`src/verilog/dcsm_cfg.svh`:
```
// Address map, field positions and code values of the converter configuration bank.
// Assumes a 32-bit APB slave in which every register index maps to byte address index*4.
`ifndef DCSM_CFG_SVH
`define DCSM_CFG_SVH
// ==========================================================================
// Register indices (byte address is four times the index)
`define DCSM_PAGE_A 16'h5000
`define DCSM_PAGE_B 16'h5800
`define DCSM_IDX_EN 16'h0000
`define DCSM_IDX_RATIO 16'h0001
`define DCSM_IDX_BAND 16'h0002
`define DCSM_IDX_SYNC 16'h003E
`define DCSM_IDX_STATUS 16'h0040
// ==========================================================================
// Field positions
`define DCSM_BIT_CLKDIV 6
`define DCSM_BIT_OSC 5
`define DCSM_BIT_EN 0
`define DCSM_BIT_BAND 0
`define DCSM_RATIO_MSB 3
`define DCSM_ST_LEVEL 0
`define DCSM_ST_BAD_A 1
`define DCSM_ST_BAD_B 2
// ==========================================================================
// Decimation ratio codes and the divisors they select
`define DCSM_DEC4 4'h0
`define DCSM_DEC6 4'h1
`define DCSM_DEC8 4'h2
`define DCSM_DEC9 4'h3
`define DCSM_DEC10 4'h4
`define DCSM_DEC12 4'h5
`define DCSM_DEC18A 4'h7
`define DCSM_DEC18B 4'h8
`define DCSM_DEC20 4'h9
`define DCSM_DEC32 4'hC
`define DCSM_DIV4 6'h04
`define DCSM_DIV6 6'h06
`define DCSM_DIV8 6'h08
`define DCSM_DIV9 6'h09
`define DCSM_DIV10 6'h0A
`define DCSM_DIV12 6'h0C
`define DCSM_DIV18 6'h12
`define DCSM_DIV20 6'h14
`define DCSM_DIV32 6'h20
`define DCSM_DIV_NONE 6'h00
`endif

```
`src/verilog/dcsm_pkg.sv`:
```
// Types shared by the converter configuration bank.
// Assumes dcsm_cfg.svh is on the include path.
package dcsm_pkg;
  // ========================================================================
  // Complete state of the bank, registered as one word.
  typedef struct packed {
    logic sync0;
    logic sync1;
    logic sync2;
    logic mask_clkdiv;
    logic mask_osc;
    logic [1:0] downconverter_enable;
    logic [1:0][3:0] ratio;
    logic [1:0][5:0] div;
    logic [1:0] ratio_bad;
    logic [1:0] dual_band;
    logic clkdiv_rst;
    logic osc_rst;
    logic local_multiframe_counter_rst;
    logic pready;
    logic pslverr;
    logic [31:0] prdata;
  } dcsm_state_t;
endpackage : dcsm_pkg

```
`src/verilog/dcsm_top.sv`:
```
// Configuration bank for the downconverter and the SYSREF masks of a two-channel converter.
// Assumes an APB master on clk_sys and a SYSREF pin that is asynchronous to clk_sys.
// Assumes the host keeps reserved bits at zero and programs only listed ratio codes.
// Assumes sysref stays low for at least two cycles between rising edges.
//
// Functional notes
// - Unmasked SYSREF rise resets input clock divider.
// - Unmasked SYSREF rise resets oscillator and multiframe counter.
// - Per-channel decimation pages at 5000h and 5800h.
// - Enable bit chooses decimation filter or bypass.
// - Ratio codes 0-2 give divide 4, 6, 8.
// - Ratio codes 3-5 give divide 9, 10, 12.
// - Ratio codes 9 and C give 20, 32.
// - Codes 7 and 8 both decode as 18.
// - Band bit selects single or dual band.
`timescale 1ns/100ps
`include "dcsm_cfg.svh"

module dcsm_top
  import dcsm_pkg::*;
#(
  parameter int ADDR_W = 18
) (
  // Clock and reset.
  input wire logic clk_sys,
  input wire logic rst_n,
  // APB slave.
  input wire logic psel,
  input wire logic penable,
  input wire logic pwrite,
  input wire logic [ADDR_W-1:0] paddr,
  input wire logic [31:0] pwdata,
  input wire logic [3:0] pstrb,
  output logic [31:0] prdata,
  output logic pready,
  output logic pslverr,
  // SYSREF pin and the resets it triggers.
  input wire logic sysref,
  output logic clkdiv_reset,
  output logic osc_phase_reset,
  output logic local_multiframe_counter_reset,
  // Channel A datapath controls.
  output logic downconverter_enable_a,
  output logic [3:0] decim_code_a,
  output logic [5:0] decim_div_a,
  output logic dual_band_a,
  // Channel B datapath controls.
  output logic downconverter_enable_b,
  output logic [3:0] decim_code_b,
  output logic [5:0] decim_div_b,
  output logic dual_band_b
);

  // ========================================================================
  // Ratio decoding

  // Maps a ratio code to its divisor; unused codes give zero.
  function automatic logic [5:0] dcsm_div(input logic [3:0] code);
    logic [5:0] d;
    d = `DCSM_DIV_NONE;
    case (code)
      `DCSM_DEC4: d = `DCSM_DIV4;
      `DCSM_DEC6: d = `DCSM_DIV6;
      `DCSM_DEC8: d = `DCSM_DIV8;
      `DCSM_DEC9: d = `DCSM_DIV9;
      `DCSM_DEC10: d = `DCSM_DIV10;
      `DCSM_DEC12: d = `DCSM_DIV12;
      `DCSM_DEC18A: d = `DCSM_DIV18;
      `DCSM_DEC18B: d = `DCSM_DIV18;
      `DCSM_DEC20: d = `DCSM_DIV20;
      `DCSM_DEC32: d = `DCSM_DIV32;
      default: d = `DCSM_DIV_NONE;
    endcase
    return d;
  endfunction : dcsm_div

  // ========================================================================
  // State

  dcsm_state_t st_q;
  dcsm_state_t st_d;
  logic [15:0] idx;
  logic sys_rise;
  logic acc;
  logic wen;

  // Word index of the access and the SYSREF edge seen past the synchroniser.
  assign idx = paddr[17:2];
  assign sys_rise = st_q.sync1 && !st_q.sync2;
  assign acc = psel && penable;

  // Writes land only on the completing edge of an aligned access; a misaligned
  // address would otherwise alias onto the word that holds it.
  assign wen = acc && st_q.pready && pwrite && pstrb[0] && (paddr[1:0] == 2'b00);

  // ========================================================================
  // Next state

  // Synchroniser, reset pulses, register writes and the one-wait APB answer.
  always_comb begin
    logic [15:0] base;
    logic hit;
    logic [31:0] rd;
    base = `DCSM_PAGE_A;
    hit = 1'b0;
    rd = 32'h0000_0000;
    st_d = st_q;
    // Two flip-flops keep a metastable sysref away from the edge detector,
    // which reads only the second and third stages.
    st_d.sync0 = sysref;
    st_d.sync1 = st_q.sync0;
    st_d.sync2 = st_q.sync1;
    st_d.clkdiv_rst = sys_rise && !st_q.mask_clkdiv;
    st_d.osc_rst = sys_rise && !st_q.mask_osc;
    st_d.local_multiframe_counter_rst = sys_rise && !st_q.mask_osc;
    // One wait state: pready rises after the first access edge, so the
    // transfer completes and any write lands on the second one.
    st_d.pready = acc && !st_q.pready;
    st_d.pslverr = 1'b0;
    st_d.prdata = 32'h0000_0000;
    // Global registers; reserved bits are dropped and read as zero.
    if (idx == `DCSM_IDX_SYNC) begin
      hit = 1'b1;
      rd[`DCSM_BIT_CLKDIV] = st_q.mask_clkdiv;
      rd[`DCSM_BIT_OSC] = st_q.mask_osc;
      if (wen) begin
        st_d.mask_clkdiv = pwdata[`DCSM_BIT_CLKDIV];
        st_d.mask_osc = pwdata[`DCSM_BIT_OSC];
      end
    end else if (idx == `DCSM_IDX_STATUS) begin
      hit = 1'b1;
      rd[`DCSM_ST_LEVEL] = st_q.sync2;
      rd[`DCSM_ST_BAD_A] = st_q.ratio_bad[0];
      rd[`DCSM_ST_BAD_B] = st_q.ratio_bad[1];
    end
    // Each channel owns its own copy of the decimation page.
    for (int ch = 0; ch < 2; ch++) begin
      base = (ch == 0) ? `DCSM_PAGE_A : `DCSM_PAGE_B;
      if (idx == base + `DCSM_IDX_EN) begin
        hit = 1'b1;
        rd[`DCSM_BIT_EN] = st_q.downconverter_enable[ch];
        if (wen) begin
          st_d.downconverter_enable[ch] = pwdata[`DCSM_BIT_EN];
        end
      end else if (idx == base + `DCSM_IDX_RATIO) begin
        hit = 1'b1;
        rd[`DCSM_RATIO_MSB:0] = st_q.ratio[ch];
        if (wen) begin
          st_d.ratio[ch] = pwdata[`DCSM_RATIO_MSB:0];
          st_d.div[ch] = dcsm_div(pwdata[`DCSM_RATIO_MSB:0]);
          st_d.ratio_bad[ch] = (dcsm_div(pwdata[`DCSM_RATIO_MSB:0]) == `DCSM_DIV_NONE);
        end
      end else if (idx == base + `DCSM_IDX_BAND) begin
        hit = 1'b1;
        rd[`DCSM_BIT_BAND] = st_q.dual_band[ch];
        if (wen) begin
          st_d.dual_band[ch] = pwdata[`DCSM_BIT_BAND];
        end
      end
    end
    // Misaligned or unmapped words answer with an error and zero data.
    if (paddr[1:0] != 2'b00) begin
      hit = 1'b0;
    end
    if (acc && !st_q.pready) begin
      st_d.pslverr = !hit;
      st_d.prdata = (hit && !pwrite) ? rd : 32'h0000_0000;
    end
  end

  // Registers the whole state; reset clears every field except div, which loads divide 4 on both channels.
  always_ff @(posedge clk_sys) begin
    if (!rst_n) begin
      st_q <= '0;
      st_q.div <= {`DCSM_DIV4, `DCSM_DIV4};
    end else begin
      st_q <= st_d;
    end
  end

  // ========================================================================
  // Outputs, each taken from the state word

  assign prdata = st_q.prdata;
  assign pready = st_q.pready;
  assign pslverr = st_q.pslverr;
  assign clkdiv_reset = st_q.clkdiv_rst;
  assign osc_phase_reset = st_q.osc_rst;
  assign local_multiframe_counter_reset = st_q.local_multiframe_counter_rst;
  assign downconverter_enable_a = st_q.downconverter_enable[0];
  assign downconverter_enable_b = st_q.downconverter_enable[1];
  assign decim_code_a = st_q.ratio[0];
  assign decim_code_b = st_q.ratio[1];
  assign decim_div_a = st_q.div[0];
  assign decim_div_b = st_q.div[1];
  assign dual_band_a = st_q.dual_band[0];
  assign dual_band_b = st_q.dual_band[1];

  // ========================================================================
  // Checks

  // Every write check keys on the completing edge of an aligned access with the
  // low byte strobe set; the datapath outputs change one edge later.
  logic wr_done;
  assign wr_done = acc && st_q.pready && pwrite && pstrb[0] && (paddr[1:0] == 2'b00);
endmodule : dcsm_top

```
`config.mk`:
```
export PLATFORM = sky130hd
export DESIGN_NAME = dcsm_top
export DESIGN_NICKNAME = d
export VERILOG_FILES = /design/src/verilog/dcsm_pkg.sv /design/src/verilog/dcsm_top.sv
export VERILOG_INCLUDE_DIRS = /design/src /design/src/verilog
export SDC_FILE = /design/constraint.sdc
export NUM_CORES = 1
export LEC_CHECK = 0
export BUFFER_PORTS_ARGS = -buffer_cell sky130_fd_sc_hd__buf_4
export CAP_MARGIN = 20
export CORE_MARGIN = 2
export CORE_UTILIZATION = 50
export DETAILED_ROUTE_END_ITERATION = 8
export PLACE_DENSITY = 0.93
export SYNTH_ARGS = -nofsm -noshare
export SYNTH_HDL_FRONTEND = slang
export SYNTH_SLANG_ARGS = --single-unit
```
`constraint.sdc`:
```
create_clock -name clk_sys -period 4.4 [get_ports clk_sys]
set_input_delay 0.44 -clock clk_sys [delete_from_list [all_inputs] [get_ports clk_sys]]
set_output_delay 0.44 -clock clk_sys [all_outputs]
set_load 0.03 [all_outputs]
```
==> results of run 1 <==
## power by group through the flow
stage | clock network, µW | registers, µW | logic, µW
2_1_floorplan | 0 | 385 | 79.9
3_3_place_gp | 0 | 383 | 98.4
3_5_place_dp | 0 | 383 | 101
4_1_cts | 312 | 374 | 101
5_1_grt | 326 | 374 | 110
6_report | 309 | 374 | 102
## per-layer routing
metal / global-route usage (%) / vias up
met3: 5.83 / 12
met1: 27.0 / 979
li1: - / 1005
met5: 0 / -
met2: 32.8 / 92
met4: 6.67 / 0
## metrics by stage
stage                     hold slack [ns]  area [µm²]
after floorplan                     0.408        2560
after global routing                0.345        2790
final                               0.342        2790
after global placement              0.419        2680
after detailed placement            0.422        2680
after CTS                           0.341        2790
## critical path: cells and delay by family
kind,cells,cell delay (ns)
AOI/OAI and AO/OA,2,0.61
and+or+nand+nor,2,1.24
buffers and inverters,1,0.12
## worst max path at each step
stage | from | to | cells past startpoint
final | paddr[9] | prdata[3]$_SDFF_PN0_ | 5
after global routing | paddr[9] | prdata[3]$_SDFF_PN0_ | 5
after CTS | paddr[9] | prdata[3]$_SDFF_PN0_ | 5
after detailed placement | paddr[9] | prdata[3]$_SDFF_PN0_ | 5
after global placement | paddr[9] | prdata[3]$_SDFF_PN0_ | 5
after floorplan | paddr[2] | decim_div_b[2]$_SDFFE_PN1P_ | 6
## layout make-up
cell class | count | area [µm²] | share of cell area [%]
clock inverter | 3 | 46.3 | 1.66
tap | 67 | 83.8 | 3.00
inverter | 6 | 22.5 | 0.807
multi-input combinational | 196 | 1260 | 45.2
timing repair buffer | 65 | 488 | 17.5
sequential | 41 | 821 | 29.4
clock buffer | 5 | 68.8 | 2.47
## placed cells by master (no fill, tap or decap), types with 3 or more instances in the layout
cell	count
a21oi_1	17
a22o_1	3
a32oi_1	3
and2_1	7
buf_4	65
clkbuf_8	5
conb_1	26
dfxtp_1	41
ha_1	4
inv_1	6
mux2i_1	15
nand2_1	24
nand3_1	15
nand3b_1	4
nand4_1	3
nor2_1	4
nor3_1	8
nor4_1	5
nor4b_1	3
o21ai_0	4
o21ai_1	10
or4_1	5
## state kept, by name, summed over array words and instances, names as in the netlist, 2 cells and up
register      cells
decim_code_a      4
prdata            6
st_d              2
decim_div_b       6
decim_code_b      4
st_q              5
decim_div_a       6
## kinds of logic (layout without fill, tap and decap cells)
| group | Yosys count | count (layout) |
|---|---|---|
| compound gates | 48 | 48 |
| fa+ha+maj | 4 | 4 |
| flops | 41 | 41 |
| mux | 16 | 16 |
| simple gates | 102 | 102 |
| other cells | 1 | 26 |
| buf+inv | 71 | 79 |
==> impl_metrics.py, run 1 <==
metrics = {
    "run_status": {
        "status": "finished, final reports clean",
    },
    "worst_setup_path": {
        "startpoint_type": "input port",
        "critPathKind": "input port to flop",
        "r2r_end": "st_q[40]$_SDFFE_PN0P_",
        "reg2reg_depth": 4,
        "cp.required_ns": 4.57,
        "timing.rr.start": "pready$_SDFF_PN0_",
        "slowest_delay_ns": 0.73,
        "critPathArrivalTime_ns": 2.42,
        "crit_chain": "buf_4 > or4_1 > nor3_4 > a22oi_1 > a2111oi_1",
        "crit_path_max_fanout": 14,
        "end_kind": "flop",
        "cp_slowest_cell": "or4_1",
        "reg2reg_slack_ns": 2.42,
    },
    "run": {
        "maxCapViolCount": 0,
    },
    "clock_tree": {
        "clk_root_buffer_cell": "clkbuf_8",
        "clock_latency_ns": 0.31,
        "post_cts_buffers": 0,
        "clkTransAtPathRegs_ns": 0.08,
        "cts_tree": "done",
        "holdBufCountCts": 0,
        "cts-htree-levels": 2,
        "cts_num_sinks": 41,
        "cts_buffers": 5,
        "clockBufferDepth": 2,
        "ctsResizeCount": 0,
    },
    "logic_synthesis": {
        "syn_area_per_cell_um2": 8.70,
        "synth_top_family_by_area": "simple AND/OR/NAND/NOR gates",
        "async_reset_ff_share_pct": 0,
        "synthSimpleGateAreaFrac_pct": 26.1,
        "ys_types": 51,
        "yosysWarnings": 0,
        "yosysMostFrequentCell": "buf_4",
        "synth_commonest_cells": "54 x buf_4, 41 x dfxtp_1, 24 x nand2_1",
        "synthAdderAreaFrac_pct": 2.03,
        "synth-edff-count": 0,
        "syn_area_mm2": 0.00246,
        "synth_mux_area_share_pct": 6.55,
        "syn_inst": 283,
        "synth_compound_gate_area_share_pct": 12.5,
        "synth-main-ff-cell": "dfxtp_1",
        "synth_seq_cells": 41,
        "synth_area_leaders": "dfxtp_1 33%, buf_4 16%, mux2i_1 6.1%, nand2_1 3.7%, a21oi_1 3.5%",
        "synth_top_cell_area_share_pct": 33.3,
        "synth-xor-area-share_pct": 0,
        "yosysSeqAreaShare_pct": 33.3,
        "yosysTopAreaCell": "dfxtp_1",
    },
    "power_and_ir_drop": {
        "power_density_mw_per_mm2": 281,
        "power_frac_seq_pct": 47.7,
        "intPower_uw": 575,
        "ir_worst_vdd_mv": 0.190,
        "leakage_uw": 0.00120,
        "clock_power_share_pct": 39.3,
        "sw_frac_of_total_pct": 26.8,
        "power.switching_uw": 210,
        "finalPower_uw": 785,
        "pwr-share-comb_pct": 13.0,
    },
    "place": {
        "pre_cts_ws_ns": 1.88,
        "dpl.cell_count": 375,
        "port_buffers": 65,
        "gp_congestion": 0.848,
        "place_hpwl_um": 4230,
    },
    "route": {
        "drt_pass1_iterations": 4,
        "routed_wirelength_um": 5580,
        "m1WireLength_um": 2440,
        "routedWlPerCell_um": 14.6,
        "ant_nets": 0,
        "vias": 2088,
        "viasPerCell": 5.45,
        "wl_met2_um": 2630,
        "routed.top_layer": "met4",
        "drc": 0,
        "wl_met3_um": 426,
        "drtIter0Drc": 238,
    },
    "timing": {
        "worst_slack_ns": 2.15,
        "drv_slew": 0,
        "tns_ns": 0,
        "tightest_slew_ns": 1.03,
        "skew_ns": 0.0106,
        "finalCritPeriodShare_pct": 51.0,
        "slew_headroom_pct": 30.2,
        "fin_crit_ns": 2.25,
        "setup_viol": 0,
        "rsz0062_at_grt": "false",
        "max_freq_ghz": 0.445,
        "final-hold-violation-count": 0,
    },
    "grt": {
        "grt_pass1_wl_um": 8720,
        "grt_max_degree": 28,
        "antenna_found_initial": 0,
        "grt_usage_pct": 20.6,
        "first_global_vias": 1904,
        "gr-total-overflow": 0,
    },
    "worst_hold_path": {
        "hold_end": "st_d[66]$_SDFF_PN0_",
        "holdCritPathClass": "input port to flop",
        "hold_start": "sysref",
        "holdPathStages": 2,
    },
    "die": {
        "io_pins": 121,
        "dieArea_mm2": 0.00550,
        "core-area_mm2": 0.00472,
        "die_h_um": 74.2,
        "start_util_pct": 52.1,
        "die_w_um": 74.2,
        "rows": 25,
    },
    "final_layout": {
        "final_nets": 379,
        "fin_cells": 383,
        "fill_cells": 416,
        "drive_gt1_share_pct": 27.5,
        "antennaDiodeCount": 0,
        "fin_util_pct": 59.1,
        "area_growth_pct": 13.3,
    },
}
Power figures use the tool's default switching activity.
==> run 2, diff against run 1 <==
--- a/config.mk
+++ b/config.mk
@@ -9,9 +9,9 @@
 export BUFFER_PORTS_ARGS = -buffer_cell sky130_fd_sc_hd__buf_4
 export CAP_MARGIN = 20
 export CORE_MARGIN = 2
-export CORE_UTILIZATION = 50
+export CORE_UTILIZATION = 46
 export DETAILED_ROUTE_END_ITERATION = 8
-export PLACE_DENSITY = 0.93
+export PLACE_DENSITY = 0.87
 export SYNTH_ARGS = -nofsm -noshare
 export SYNTH_HDL_FRONTEND = slang
 export SYNTH_SLANG_ARGS = --single-unit
==> constraint.sdc (replaced) <==
create_clock -name clk_sys -period 2.2 [get_ports clk_sys]
set_input_delay 0.22 -clock clk_sys [delete_from_list [all_inputs] [get_ports clk_sys]]
set_output_delay 0.22 -clock clk_sys [all_outputs]
set_load 0.03 [all_outputs]
==> impl_metrics.py, run 2 (synthesis gave the netlist of run 1 again) <==
metrics = {
    "run_status": {
        "status": "finished, final reports clean",
    },
    "timing": {
        "tns_ns": 0,
        "setup_viol": 0,
        "worst_slack_ns": 0.438,
        "fin_crit_ns": 1.76,
        "tightest_slew_ns": 0.542,
        "drv_slew": 0,
        "rsz0062_at_grt": "false",
        "max_freq_ghz": 0.568,
        "slew_headroom_pct": 63.3,
        "finalCritPeriodShare_pct": 80.1,
        "final-hold-violation-count": 0,
        "skew_ns": 0.00573,
    },
    "clock_tree": {
        "ctsResizeCount": 0,
        "cts-htree-levels": 2,
        "cts_buffers": 5,
        "post_cts_buffers": 0,
        "clkTransAtPathRegs_ns": 0.08,
        "clock_latency_ns": 0.31,
        "cts_tree": "done",
        "clockBufferDepth": 2,
        "holdBufCountCts": 0,
        "cts_num_sinks": 41,
        "clk_root_buffer_cell": "clkbuf_8",
    },
    "power_and_ir_drop": {
        "finalPower_uw": 1610,
        "ir_worst_vdd_mv": 0.246,
        "leakage_uw": 0.00125,
        "power_density_mw_per_mm2": 561,
    },
    "route": {
        "drtIter0Drc": 283,
        "routed_wirelength_um": 6160,
        "routedWlPerCell_um": 15.6,
        "vias": 2230,
        "ant_nets": 0,
        "drc": 0,
        "drt_pass1_iterations": 5,
        "viasPerCell": 5.65,
    },
    "place": {
        "place_hpwl_um": 4390,
        "pre_cts_ws_ns": 0.142,
        "port_buffers": 65,
        "gp_congestion": 0.904,
    },
    "final_layout": {
        "area_growth_pct": 16.4,
        "final_nets": 388,
        "final_cell_mix": "74 x buf_4, 41 x dfxtp_1, 26 x conb_1, 24 x nand2_1, 17 x a21oi_1",
        "fin_util_pct": 55.8,
        "final_common_cell": "buf_4",
        "antennaDiodeCount": 0,
        "drive_gt1_share_pct": 29.5,
    },
    "grt": {
        "grt_max_degree": 28,
        "antenna_found_initial": 0,
        "grt_usage_pct": 20.5,
        "first_global_vias": 1973,
        "grt_pass1_wl_um": 9730,
        "gr-total-overflow": 0,
    },
    "worst_setup_path": {
        "critPathArrivalTime_ns": 2.00,
        "crit_chain": "buf_4 > or4_1 > or3_1 > nor2_2 > mux2i_1",
        "end_kind": "flop",
        "startpoint_type": "input port",
        "slowest_delay_ns": 0.65,
        "cp.required_ns": 2.44,
        "critPathKind": "input port to flop",
        "crit_path_max_fanout": 10,
        "cp_slowest_cell": "or4_1",
    },
    "run": {
        "maxCapViolCount": 0,
    },
    "die": {
        "die_w_um": 77.2,
        "rows": 26,
        "core-area_mm2": 0.00514,
        "dieArea_mm2": 0.00595,
        "start_util_pct": 47.9,
        "die_h_um": 77.2,
        "io_pins": 121,
    },
    "worst_hold_path": {
        "holdCritPathClass": "input port to flop",
    },
}
-- run 2: metrics by stage --
stage                     std cells  instance area (µm²)  hold slack [ns]
after global placement          387                 2750            0.419
after floorplan                 308                 2560            0.347
after CTS                       395                 2870            0.116
after detailed placement        387                 2750            0.420
final                           395                 2870            0.115
after global routing            395                 2870            0.112
-- run 2: final timing paths --
| check | cells after the start | slack (ns) | end | from |
|---|---|---|---|---|
| worst min-delay path | 2 | 0.12 | st_d[66]$_SDFF_PN0_ | sysref |
| worst max register to register | 5 | 0.48 | decim_div_b[5]$_SDFFE_PN0P_ | pready$_SDFF_PN0_ |
| worst max-delay path | 5 | 0.44 | st_q[39]$_SDFFE_PN0P_ | paddr[11] |
| worst min register to register | 1 | 0.44 | st_d[65]$_SDFF_PN0_ | st_d[66]$_SDFF_PN0_ |
-- run 2: routing by layer --
| metal | GRT usage (%) | vias up | share of wire, % |
|---|---|---|---|
| met5 | 0 | - | 0 |
| met2 | 32.7 | 148 | 49 |
| met1 | 25.9 | 1039 | 38 |
| met3 | 5.29 | 26 | 9.9 |
| met4 | 9.46 | 0 | 3.0 |
| li1 | - | 1017 | - |
-- run 2: cell type report --
type | count | area [µm²]
fill | 474 | 2270
multi-input combinational | 196 | 1260
sequential | 41 | 821
timing repair buffer | 74 | 556
tap | 70 | 87.6
clock buffer | 6 | 82.6
clock inverter | 2 | 37.5
inverter | 6 | 22.5
-- run 2: where the power goes --
part | total [µW] | internal [µW] | switching [µW]
Combinational | 211 | 67.9 | 143
Clock | 651 | 369 | 282
Sequential | 748 | 746 | 1.78
Total | 1610 | 1180 | 427
-- run 2: critical path, delay by kind of cell --
family	cells	cell delay [ns]
buffers and inverters	1	0.12
muxes	1	0.20
and+or+nand+nor	3	1.45
==> run 3, diff against run 2 <==
--- a/config.mk
+++ b/config.mk
@@ -9,9 +9,9 @@
 export BUFFER_PORTS_ARGS = -buffer_cell sky130_fd_sc_hd__buf_4
 export CAP_MARGIN = 20
 export CORE_MARGIN = 2
-export CORE_UTILIZATION = 46
+export CORE_UTILIZATION = 42
 export DETAILED_ROUTE_END_ITERATION = 8
-export PLACE_DENSITY = 0.87
+export PLACE_DENSITY = 0.84
 export SYNTH_ARGS = -nofsm -noshare
 export SYNTH_HDL_FRONTEND = slang
 export SYNTH_SLANG_ARGS = --single-unit
==> constraint.sdc (replaced) <==
create_clock -name clk_sys -period 1.6 [get_ports clk_sys]
set_input_delay 0.16 -clock clk_sys [delete_from_list [all_inputs] [get_ports clk_sys]]
set_output_delay 0.16 -clock clk_sys [all_outputs]
set_load 0.03 [all_outputs]
==> impl_metrics.py, run 3 (synthesis gave the netlist of run 1 again) <==
metrics = {
    "die": {
        "die_w_um": 80.6,
        "core-area_mm2": 0.00557,
        "start_util_pct": 44.2,
        "rows": 27,
        "die_h_um": 80.6,
        "dieArea_mm2": 0.00649,
        "io_pins": 121,
    },
    "grt": {
        "first_global_vias": 2178,
        "grt_pass1_wl_um": 10300,
        "antenna_found_initial": 0,
        "gr-total-overflow": 0,
        "grt_usage_pct": 20.4,
        "grt_max_degree": 26,
    },
    "final_layout": {
        "ff_latch_area_um2": 825,
        "area_growth_pct": 30.7,
        "fin_util_pct": 57.7,
        "fin_cells": 427,
        "drive_gt1_share_pct": 38.3,
        "final_nets": 418,
        "final_common_cell": "buf_4",
        "final_cell_mix": "100 x buf_4, 40 x dfxtp_1, 26 x conb_1, 24 x nand2_1, 16 x a21oi_1",
        "antennaDiodeCount": 0,
        "multi_input_area_mm2": 0.00133,
        "fin_area_mm2": 0.00322,
        "fill_cells": 489,
    },
    "clock_tree": {
        "cts-htree-levels": 2,
        "clk_root_buffer_cell": "clkbuf_8",
        "cts_num_sinks": 41,
        "cts_buffers": 5,
        "clock_latency_ns": 0.30,
        "clockBufferDepth": 2,
        "cts_tree": "done",
        "post_cts_buffers": 0,
        "clkTransAtPathRegs_ns": 0.08,
    },
    "worst_setup_path": {
        "startpoint_type": "input port",
        "timing.rr.start": "pready$_SDFF_PN0_",
        "end_kind": "flop",
        "cp.required_ns": 1.78,
        "crit_start": "paddr[3]",
        "reg2reg_slack_ns": 0.06,
        "r2r_end": "decim_div_b[5]$_SDFFE_PN0P_",
        "critPathKind": "input port to flop",
        "crit_path_max_fanout": 3,
        "reg2reg_depth": 5,
        "critPathArrivalTime_ns": 1.73,
    },
    "timing": {
        "max_freq_ghz": 0.649,
        "finalCritPeriodShare_pct": 96.4,
        "final-hold-violation-count": 0,
        "setup_viol": 0,
        "hold_ws_ns": 0.0732,
        "skew_ns": 0.00522,
        "drv_slew": 0,
        "fin_crit_ns": 1.54,
        "tns_ns": 0,
    },
    "worst_hold_path": {
        "holdPathStages": 2,
        "holdCritPathClass": "input port to flop",
        "hold_end": "st_d[66]$_SDFF_PN0_",
        "hold_start": "sysref",
    },
    "power_and_ir_drop": {
        "power_density_mw_per_mm2": 728,
        "leakage_uw": 0.00144,
        "ir_worst_vdd_mv": 0.384,
    },
    "route": {
        "routed_wirelength_um": 6540,
        "drc": 0,
        "ant_nets": 0,
        "routedWlPerCell_um": 15.3,
        "drt_pass1_iterations": 5,
        "drtIter0Drc": 196,
        "vias": 2261,
        "viasPerCell": 5.30,
    },
    "run": {
        "maxCapViolCount": 0,
    },
    "run_status": {
        "status": "finished, final reports clean",
    },
    "place": {
        "dpl.cell_count": 419,
        "port_buffers": 65,
        "gp_congestion": 0.878,
        "placed_area_mm2": 0.00303,
        "place_hpwl_um": 5000,
    },
}
==> run 3: cell type report <==
cell class / count / area share, %
timing repair buffer: 104 / 25.5
clock inverter: 3 / 2.02
multi-input combinational: 196 / 41.2
inverter: 6 / 0.700
sequential: 41 / 25.6
clock buffer: 5 / 2.14
tap: 72 / 2.80
==> run 3: worst max path at each step <==
stage                     cells past startpoint                           to  slack [ns]
after floorplan                               6        st_q[39]$_SDFFE_PN0P_       -0.03
after global placement                        5        st_q[39]$_SDFFE_PN0P_       -0.23
after detailed placement                      5  decim_div_a[2]$_SDFFE_PN1P_       -0.31
after CTS                                     6        st_q[39]$_SDFFE_PN0P_       -0.02
after global routing                          5  decim_div_b[5]$_SDFFE_PN0P_       -0.01
final                                         5  decim_div_b[5]$_SDFFE_PN0P_        0.06
==> run 3: power by group <==
part	switching, µW	internal [µW]
Clock	362	620
Sequential	2.73	1020
Combinational	206	126
==> run 3: critical path: stages <==
cell	delay, ns
buf_4	0.11
or4b_4	0.56
or3_4	0.42
o41ai_4	0.38
a21oi_2	0.08
==> run 3: layer usage <==
metal,wire length (µm),up-vias,global-route usage (%)
met2,3310,95,33.6
met3,391,14,3.93
li1,-,1083,-
met1,2700,1069,26.1
met5,0,-,0
met4,145,0,8.47
==> run 3: repair_timing <==
action,4_1_cts,5_1_grt
hold endpoints to repair,0,0
pin swaps,0,1
resized for setup,0,11
cloned,0,0
hold buffers,0,0
setup endpoints to repair,1,12
==> run 3: stage by stage <==
step | worst slack [ns] | power [µW]
2_1_floorplan | -0.0255 | 1280
3_3_place_gp | -0.229 | 1370
3_5_place_dp | -0.311 | 1380
4_1_cts | -0.0151 | 2350
5_1_grt | -0.0129 | 2420
6_report | 0.0580 | 2340
